--- config.mk ---
export PLATFORM = sky130hd
export DESIGN_NAME = spi_wiper_position_loader
export DESIGN_NICKNAME = d
export VERILOG_FILES = /design/src/wiper_pkg.sv /design/src/spi_wiper_position_loader.sv
export SDC_FILE = /design/constraint.sdc
export NUM_CORES = 1
export LEC_CHECK = 0
export ABC_AREA = 1
export BUFFER_PORTS_ARGS = -buffer_cell sky130_fd_sc_hd__buf_2
export CAP_MARGIN = 20
export CORE_AREA = 2 2 118 177
export DETAILED_ROUTE_END_ITERATION = 8
export DIE_AREA = 0 0 120 179
export PLACE_DENSITY = 0.69
export SLEW_MARGIN = 10
export SYNTH_ARGS = -nofsm -noshare
export SYNTH_HDL_FRONTEND = slang
export SYNTH_SLANG_ARGS = --single-unit
--- constraint.sdc ---
create_clock -name clk -period 2.65 [get_ports clk]
set_clock_uncertainty 0.2 [all_clocks]
set_input_delay 0.1325 -clock clk [delete_from_list [all_inputs] [get_ports clk]]
set_output_delay 0.1325 -clock clk [all_outputs]
set_load 0.01 [all_outputs]
--- src/wiper_pkg.sv ---
// Purpose: Shared constants for the serial wiper position loader
// Assumes: 20 MHz system clock samples the serial link pins
// Notes: Codes are 8-bit wiper tap selections
package wiper_pkg;
    localparam int CODE_W = 8;
    localparam int TAPS = 256;
    localparam logic [7:0] WIPER_RESET = 8'h80;
    localparam logic [7:0] SHIFT_RESET = 8'h00;
    localparam int SYNC_STAGES = 2;
    // Reset level of the pin synchronisers; high never fakes a rising edge
    localparam logic [2:0] PIN_IDLE = 3'h7;
    localparam int SCLK_POS = 2;
    localparam int CS_POS = 1;
    localparam int SDI_POS = 0;
endpackage : wiper_pkg

--- src/spi_wiper_position_loader.sv ---
// Purpose: Serial receive path that loads an 8-bit wiper code on chip-select rise
// Assumes: Link clock well below clk/4; all pins synchronised into clk domain
// Notes: Tap select output is a one-hot decode of the wiper register
// Notes: Pin changes reach the registers three clk edges late
// Notes: Select must stay high at least two clk periods between frames
`timescale 1ns/1ps

// Behaviour
// While select is low, shift data in on each serial clock rise.
// Master sends 8 bits MSB first; first bit lands in bit 7.
// On each select rise, copy the shift register into the wiper register.
// Copy happens on every select rise, even with no new bits.
// Extra bits push out the earliest ones; last eight are kept.
// Reset clears the shift register to zero.
// Reset loads the wiper register with midscale 0x80.
// Wiper stays at midscale while select stays high after reset.
// Select toggle with no bits after reset loads 0x00.
// Wiper code decodes to one of 256 taps; 0x00 is the B end.
// Wiper changes only at the select rise, never while select is low.
module spi_wiper_position_loader #(
    parameter int CODE_W = wiper_pkg::CODE_W,
    parameter int TAPS = wiper_pkg::TAPS
) (
    input wire logic clk,
    input wire logic rstn,
    input wire logic sclk,
    input wire logic cs_n,
    input wire logic sdi,
    output logic [CODE_W-1:0] wiper_code,
    output logic [TAPS-1:0] tap_sel
);
    // Synchroniser stages, pin order sclk, cs_n, sdi
    logic [2:0] s1_r;
    logic [2:0] s2_r;
    // Synchronised pin levels
    logic sclk_s;
    logic cs_n_s;
    logic sdi_s;
    // Previous synchronised levels for edge detection
    logic sclk_d_r;
    logic cs_d_r;
    // Single-cycle edge events and the select-low level in the clk domain
    logic sclk_rise;
    logic cs_rise;
    logic cs_low;
    // Serial input register and wiper register
    logic [CODE_W-1:0] shift_r;
    logic [CODE_W-1:0] shift_nxt;
    logic [CODE_W-1:0] wiper_r;
    logic [TAPS-1:0] tap_r;

    // One-hot tap select for a wiper code; code 0 is the B end
    function automatic logic [TAPS-1:0] decode(input logic [CODE_W-1:0] code);
        logic [TAPS-1:0] v;
        v = '0;
        v[code] = 1'b1;
        return v;
    endfunction : decode

    // Two-stage synchronisers for the three pins
    always_ff @(posedge clk or negedge rstn) begin
        if (!rstn) begin
            s1_r <= wiper_pkg::PIN_IDLE;
            s2_r <= wiper_pkg::PIN_IDLE;
        end else begin
            s1_r <= {sclk, cs_n, sdi};
            s2_r <= s1_r;
        end
    end

    always_ff @(posedge clk or negedge rstn) begin
        if (!rstn) begin
            sclk_d_r <= wiper_pkg::PIN_IDLE[wiper_pkg::SCLK_POS];
            cs_d_r <= wiper_pkg::PIN_IDLE[wiper_pkg::CS_POS];
        end else begin
            sclk_d_r <= sclk_s;
            cs_d_r <= cs_n_s;
        end
    end

    // Only the second stage is read by logic
    assign sclk_s = s2_r[wiper_pkg::SCLK_POS];
    assign cs_n_s = s2_r[wiper_pkg::CS_POS];
    assign sdi_s = s2_r[wiper_pkg::SDI_POS];

    // Reset levels are all high, so release gives no false rising edge
    assign sclk_rise = sclk_s && !sclk_d_r;
    assign cs_rise = cs_n_s && !cs_d_r;
    assign cs_low = !cs_n_s;

    // MSB first: shift left so oldest bits fall off the top
    assign shift_nxt = {shift_r[CODE_W-2:0], sdi_s}; // see R2

    // Serial input register moves only on a link clock rise with select low
    always_ff @(posedge clk or negedge rstn) begin
        if (!rstn) begin
            shift_r <= CODE_W'(wiper_pkg::SHIFT_RESET);
        end else if (cs_low && sclk_rise) begin
            shift_r <= shift_nxt;
        end
    end

    // Wiper register loads only on the synchronised select rise
    always_ff @(posedge clk or negedge rstn) begin
        if (!rstn) begin
            wiper_r <= CODE_W'(wiper_pkg::WIPER_RESET); // see R7
        end else if (cs_rise) begin
            wiper_r <= shift_r; // see R3 see R4 see R9
        end
    end

    // Registered decode keeps tap_sel straight from a flop, one clk behind
    always_ff @(posedge clk or negedge rstn) begin
        if (!rstn) begin
            tap_r <= decode(CODE_W'(wiper_pkg::WIPER_RESET));
        end else begin
            tap_r <= decode(wiper_r);
        end
    end

    assign wiper_code = wiper_r;
    assign tap_sel = tap_r;

    property p_shift_in;
        @(posedge clk) disable iff (!rstn)
        (cs_low && sclk_rise) |=> shift_r == $past(shift_nxt);
    endproperty
    a_shift_in: assert property (p_shift_in) else $error("shift missed");

    property p_hold_shift;
        @(posedge clk) disable iff (!rstn)
        !(cs_low && sclk_rise) |=> $stable(shift_r);
    endproperty
    a_hold_shift: assert property (p_hold_shift) else $error("shift moved");

    property p_load;
        @(posedge clk) disable iff (!rstn)
        cs_rise |=> wiper_r == $past(shift_r);
    endproperty
    a_load: assert property (p_load) else $error("wiper not loaded");

    property p_load_nobits;
        @(posedge clk) disable iff (!rstn)
        (cs_rise && shift_r == '0) |=> wiper_r == '0;
    endproperty
    a_load_nobits: assert property (p_load_nobits) else $error("zero load");

    property p_no_change;
        @(posedge clk) disable iff (!rstn)
        !cs_rise |=> $stable(wiper_r);
    endproperty
    a_no_change: assert property (p_no_change) else $error("wiper moved");

    property p_every_rise;
        @(posedge clk) disable iff (!rstn)
        cs_rise ##0 $stable(shift_r) |=> wiper_r == shift_r;
    endproperty
    a_every_rise: assert property (p_every_rise) else $error("rise skipped");

    property p_decode;
        @(posedge clk) disable iff (!rstn)
        1'b1 |=> tap_sel == decode($past(wiper_r));
    endproperty
    a_decode: assert property (p_decode) else $error("tap decode");

    property p_midscale_hold;
        @(posedge clk) disable iff (!rstn)
        (wiper_r == CODE_W'(wiper_pkg::WIPER_RESET) && !cs_rise)
            |=> wiper_r == CODE_W'(wiper_pkg::WIPER_RESET);
    endproperty
    a_midscale_hold: assert property (p_midscale_hold) else $error("midscale lost");

    property p_onehot;
        @(posedge clk) disable iff (!rstn)
        $onehot(tap_sel);
    endproperty
    a_onehot: assert property (p_onehot) else $error("tap not one-hot");

    // Bit-level checks on the shift path, wiper hold, tap decode and pin events
    property p_shift_drop;
        @(posedge clk) disable iff (!rstn)
        (cs_low && sclk_rise) |=> shift_r[CODE_W-1:1] == $past(shift_r[CODE_W-2:0]);
    endproperty
    a_shift_drop: assert property (p_shift_drop) else $error("oldest bit kept");

    property p_newest_bit;
        @(posedge clk) disable iff (!rstn)
        (cs_low && sclk_rise) |=> shift_r[0] == $past(sdi_s);
    endproperty
    a_newest_bit: assert property (p_newest_bit) else $error("newest bit wrong");

    property p_idle_shift;
        @(posedge clk) disable iff (!rstn)
        !cs_low |=> $stable(shift_r);
    endproperty
    a_idle_shift: assert property (p_idle_shift) else $error("shift while deselected");

    property p_low_hold;
        @(posedge clk) disable iff (!rstn)
        cs_low |=> $stable(wiper_r);
    endproperty
    a_low_hold: assert property (p_low_hold) else $error("wiper moved in frame");

    property p_b_end;
        @(posedge clk) disable iff (!rstn)
        wiper_r == '0 |=> tap_sel[0];
    endproperty
    a_b_end: assert property (p_b_end) else $error("code zero not at B end");

    property p_mid_tap;
        @(posedge clk) disable iff (!rstn)
        wiper_r == CODE_W'(wiper_pkg::WIPER_RESET) |=> tap_sel[TAPS/2];
    endproperty
    a_mid_tap: assert property (p_mid_tap) else $error("midscale tap wrong");

    property p_one_load;
        @(posedge clk) disable iff (!rstn)
        cs_rise |=> !cs_rise;
    endproperty
    a_one_load: assert property (p_one_load) else $error("select rise repeated");

    property p_one_shift;
        @(posedge clk) disable iff (!rstn)
        sclk_rise |=> !sclk_rise;
    endproperty
    a_one_shift: assert property (p_one_shift) else $error("clock rise repeated");
endmodule : spi_wiper_position_loader

# After elaboration in Yosys (flattened, before gate mapping)

Index checks and enable logic that the tools add are counted.

Bits in latches: 0
Output and inout port bits: 264
Logic and storage cells: 18
Memories kept: 0
ROM bits: 0
Register bits: 280
RAM bits: 0

Div/mod/pow operators: 0
Reductions and logical operators: 7
Bitwise gates (word level): 0
Shift operators: 0
Multiply operators: 0
Mux-type cells: 2
Eq/ne operators: 0
Add/subtract/negate cells: 0
Magnitude comparators: 2

Operators by type and width:

| kind               | count |
|---|---|
| $lt 8x9->1 const B | 1 |
| $demux 1 s8        | 1 |
| $ge 8x1->1 const B | 1 |
| $logic_and 1x1->1  | 4 |
| $logic_not 1->1    | 3 |
| $mux 1             | 1 |

# Logic depth before layout (Yosys ltp)

Word-level depth: 4
Depth in mapped cells: 5
Depth with buffers taken out: 4

# Least setup slack after synthesis

Ideal clock, no wire load.

Path type: reg-to-reg
Start: register wiper_r[7], in the netlist wiper_code[7]
End: register tap_r[129], in the netlist tap_sel[129]
Setup time: 0.071 ns
Arrival time: 1.212 ns
Period minus slack after synthesis: 1.483 ns
Path slack: 1.167 ns
Buffers on the path: 1
Cell stages (with the launch flop): 6
Cell sequence: dfstp_2 inv_1 nor2_1 nand2_1 buf_4 nor2_1

Longest elaborated chain between the ends: 4
Elaborated cells on any way between the ends: 5

RTL lines:

| element                                                        | line                             | source |
|---|---|---|
| start, declared                                                | spi_wiper_position_loader.sv:49  | `logic [CODE_W-1:0] wiper_r;` |
| start signal, assigned                                         | spi_wiper_position_loader.sv:106 | `wiper_r <= CODE_W'(wiper_pkg::WIPER_RESET);` |
| start signal, assigned                                         | spi_wiper_position_loader.sv:108 | `wiper_r <= shift_r;` |
| $lt 8x9->1 (not written as such) or $ge 8x1->1 (tied branches) | spi_wiper_position_loader.sv:56  | `v[code] = 1'b1;` |
| $logic_and 1x1->1 (not written as such)                        | spi_wiper_position_loader.sv:56  |  |
| $mux 1 (not written as such)                                   | spi_wiper_position_loader.sv:56  |  |
| $demux 1 s8 *                                                  | spi_wiper_position_loader.sv:56  |  |
| end signal, assigned                                           | spi_wiper_position_loader.sv:115 | `tap_r <= decode(CODE_W'(wiper_pkg::WIPER_RESET));` |
| end signal, assigned                                           | spi_wiper_position_loader.sv:117 | `tap_r <= decode(wiper_r);` |
| end, declared                                                  | spi_wiper_position_loader.sv:50  | `logic [TAPS-1:0] tap_r;` |

Every way passes the cells marked *; elsewhere a longest branch is shown, timed or not.
A chain may end at the register's enable or synchronous reset.

# Final worst setup path

Start: register wiper_r[0], in the netlist wiper_code[0]
End: register tap_r[153], in the netlist tap_sel[153]

Same word-level chain as after synthesis.

==> impl_metrics.env <==
export IMPL_insertedDiodeCount=0
export IMPL_critPathArrivalTime_ns=2.13
export IMPL_fillers=1669
export IMPL_worstHoldPathCells=2
export IMPL_clock_sinks=280
export IMPL_worst_r2r_cell_count=4
export IMPL_tritoncts_num_buffers=26
export IMPL_cts_tree="built"
export IMPL_highest_clock_rate_mhz=525.4
export IMPL_finalNetCount=966
export IMPL_die_height_um=179
export IMPL_htree_num_levels=1
export IMPL_root_buffer="clkbuf_16"
export IMPL_drt_iter0_markers=325
export IMPL_min_delay_start="sdi"
export IMPL_cp_max_fo=16
export IMPL_grt_total_usage=0.2218
export IMPL_worstSetupPathType="reg -> reg"
export IMPL_timing_hold_worst_endpoint="s1_r[0]"
export IMPL_power_share_sequential=0.486
export IMPL_timing_rr_start="wiper_code[0]"
export IMPL_switchingPower_mw=2.249
export IMPL_area_delta_synth_final_pct=29.74
export IMPL_initial_utilization=0.4297
export IMPL_timing_hold_ws_ns=0.05826
export IMPL_core_rowCount=64
export IMPL_detailroute_via_count=5813
export IMPL_power_combinational_fraction=0.081
export IMPL_syn_cell_area_um2=8637
export IMPL_largest_net_degree_at_the_start_of_global_routing=73
export IMPL_cp_data_required_time_ns=2.87
export IMPL_drv_cap=0
export IMPL_finalWeightedCongestion=0.8179
export IMPL_dr_pass1_iters=4
export IMPL_antenna_violations_before_repair=0
export IMPL_dieWidth_um=120
export IMPL_final_hold_violation_count=0
export IMPL_synth_sequential_area_ratio=0.8127
export IMPL_totalWireLength_mm=24.07
export IMPL_layout_common_cells="270 x dfrtp_1, 268 x nor2_1, 267 x buf_2"
export IMPL_reg2reg_slack_ns=0.75
export IMPL_grt_setup_unrepaired="no"
export IMPL_slew_viol_final=0
export IMPL_p_leak_nw=6.331
export IMPL_ant_nets=0
export IMPL_worstReg2RegEnd="tap_sel[153]"
export IMPL_ys_warn_count=0
export IMPL_routed_via_density=4.669
export IMPL_clockPowerShare=0.433
export IMPL_post_route_cells_drive_above_1_share=0.3384
export IMPL_place_port_buffers=268
export IMPL_met2_layer_wire_length_in_the_routed_design_mm=12.85
export IMPL_design_core_area_um2=20100
export IMPL_post_route_cell_area_um2=11210
export IMPL_cts_reportedPaths_clkPinSlew_ns=0.06
export IMPL_status="completed"
export IMPL_synth_cell_types=11
export IMPL_synth_nets=688
export IMPL_vdd_ir_drop_max_v=0.0005828
export IMPL_timing_worst_slew_pin_value_ns=0.8479
export IMPL_placed_cell_area_um2=10220
export IMPL_hold_path_class="in -> reg"
export IMPL_place_hpwl_mm=16.02
export IMPL_gate_count_post_synth=683
export IMPL_layout_commonest_cell="dfrtp_1"
export IMPL_design_die_area_um2=21480
export IMPL_start_kind="register"
export IMPL_grt_overflow_total=0
export IMPL_power_share_switching=0.2447
export IMPL_insertion_delay_ns=0.52
export IMPL_detailroute_wirelength_met3_mm=1.265
export IMPL_synth_seq_cells=280
export IMPL_finalCriticalPeriod_ns=1.903
export IMPL_finalSetupViolCount=0
export IMPL_setup_tns_final_ns=0
export IMPL_timing_max_slew_rel_slack=0.4333
export IMPL_post_synth_cell_area_avg_um2=12.65
export IMPL_worst_setup_path_startpoint="wiper_code[0]"
export IMPL_worstSetupEndpointType="register"
export IMPL_power_density_nw_per_um2=819.9
export IMPL_post_cts_setup_buffers=0
export IMPL_grt_first_pass_wirelength_mm=34.97
export IMPL_routedLengthMet1_mm=8.899
export IMPL_fin_crit_sh=0.7182
export IMPL_top_layer="met4"
export IMPL_top_level_ports=269
export IMPL_cell_internal_pwr_mw=6.939
export IMPL_post_route_drc_count=0
export IMPL_clk_path_buf_depth=3
export IMPL_avgRoutedWirePerCell_um=19.33
export IMPL_vias_in_the_first_global_route=5792
## worst max-delay path, cell delays in order, from the launching register on
cell	delay (ns)
dfrtp_1	0.42
inv_1	0.05
nor2_1	0.24
nand2_1	0.56
nor2_1	0.32
## final cells by class
type	instances	area, um^2	area share
repair buffers	284	1509	0.1347
multi-input cells	354	1360	0.1214
well taps	264	330.3	0.02948
inverters	15	56.30	0.005025
flip-flops and latches	280	7019	0.6264
clock inverters	11	167.7	0.01496
clock buffers	37	763.2	0.06811
## metrics by stage
stage | total power [mW] | instances | setup slack, ns | utilization
floorplan | 4.924 | 683 | 1.167 | -
finish | 9.188 | 1245 | 0.7468 | 0.5575
global route | 9.551 | 1245 | 0.6285 | 0.5575
CTS | 9.262 | 1245 | 0.7834 | 0.5575
global placement | 5.289 | 1192 | 0.8097 | 0.5087
detailed placement | 5.295 | 1192 | 0.8040 | 0.5087
## timing repair
item / 4_1_cts / 5_1_grt
hold buffers: 5 / 0
endpoints found under the hold margin: 275 / 0
resized for setup: 0 / 0
## cell usage after synthesis, drive strengths merged
library cell	number	area [um^2]
nand4	8	50.05
buf	33	197.7
nor2	268	1006
dfstp	10	262.8
clkbuf	1	3.750
clkinv	3	11.26
nand2	69	259.0
inv	12	45.04
nand3	9	45.04
dfrtp	270	6756
## layer usage
layer | track usage | vias up
met4 | 0.1010 | 0
met3 | 0.03562 | 63
met1 | 0.2674 | 2908
li1 | - | 2619
met5 | 0 | -
met2 | 0.3909 | 223
## how the worst max path moves through the flow
stage	endpoint	slack, ns	cells after the start
CTS	tap_sel[97]	0.78	4
detailed placement	tap_sel[150]	0.80	4
global placement	tap_sel[153]	0.81	4
finish	tap_sel[153]	0.75	4
global route	tap_sel[119]	0.63	4
floorplan	tap_sel[129]	1.17	5
## power by group through the flow
stage | clock network, mW | logic (mW) | registers [mW]
2_1_floorplan | 0 | 0.355 | 4.57
3_3_place_gp | 0 | 0.752 | 4.54
3_5_place_dp | 0 | 0.754 | 4.54
4_1_cts | 4.04 | 0.762 | 4.46
5_1_grt | 4.24 | 0.831 | 4.47
6_report | 3.98 | 0.743 | 4.46
## kinds of logic after synthesis
kind of cell	count (synthesis)	synth area share
buffers and inverters	49	0.02984
flip-flops	280	0.8127
AND/OR/NAND/NOR	354	0.1575
## state kept, by name, summed over array words and instances (netlist names)
signal,flops
cs_d_r,1
s2_r,3
shift_r,8
s1_r,3
tap_sel,256
sclk_d_r,1
wiper_code,8
(Power assumes the default switching activity.)
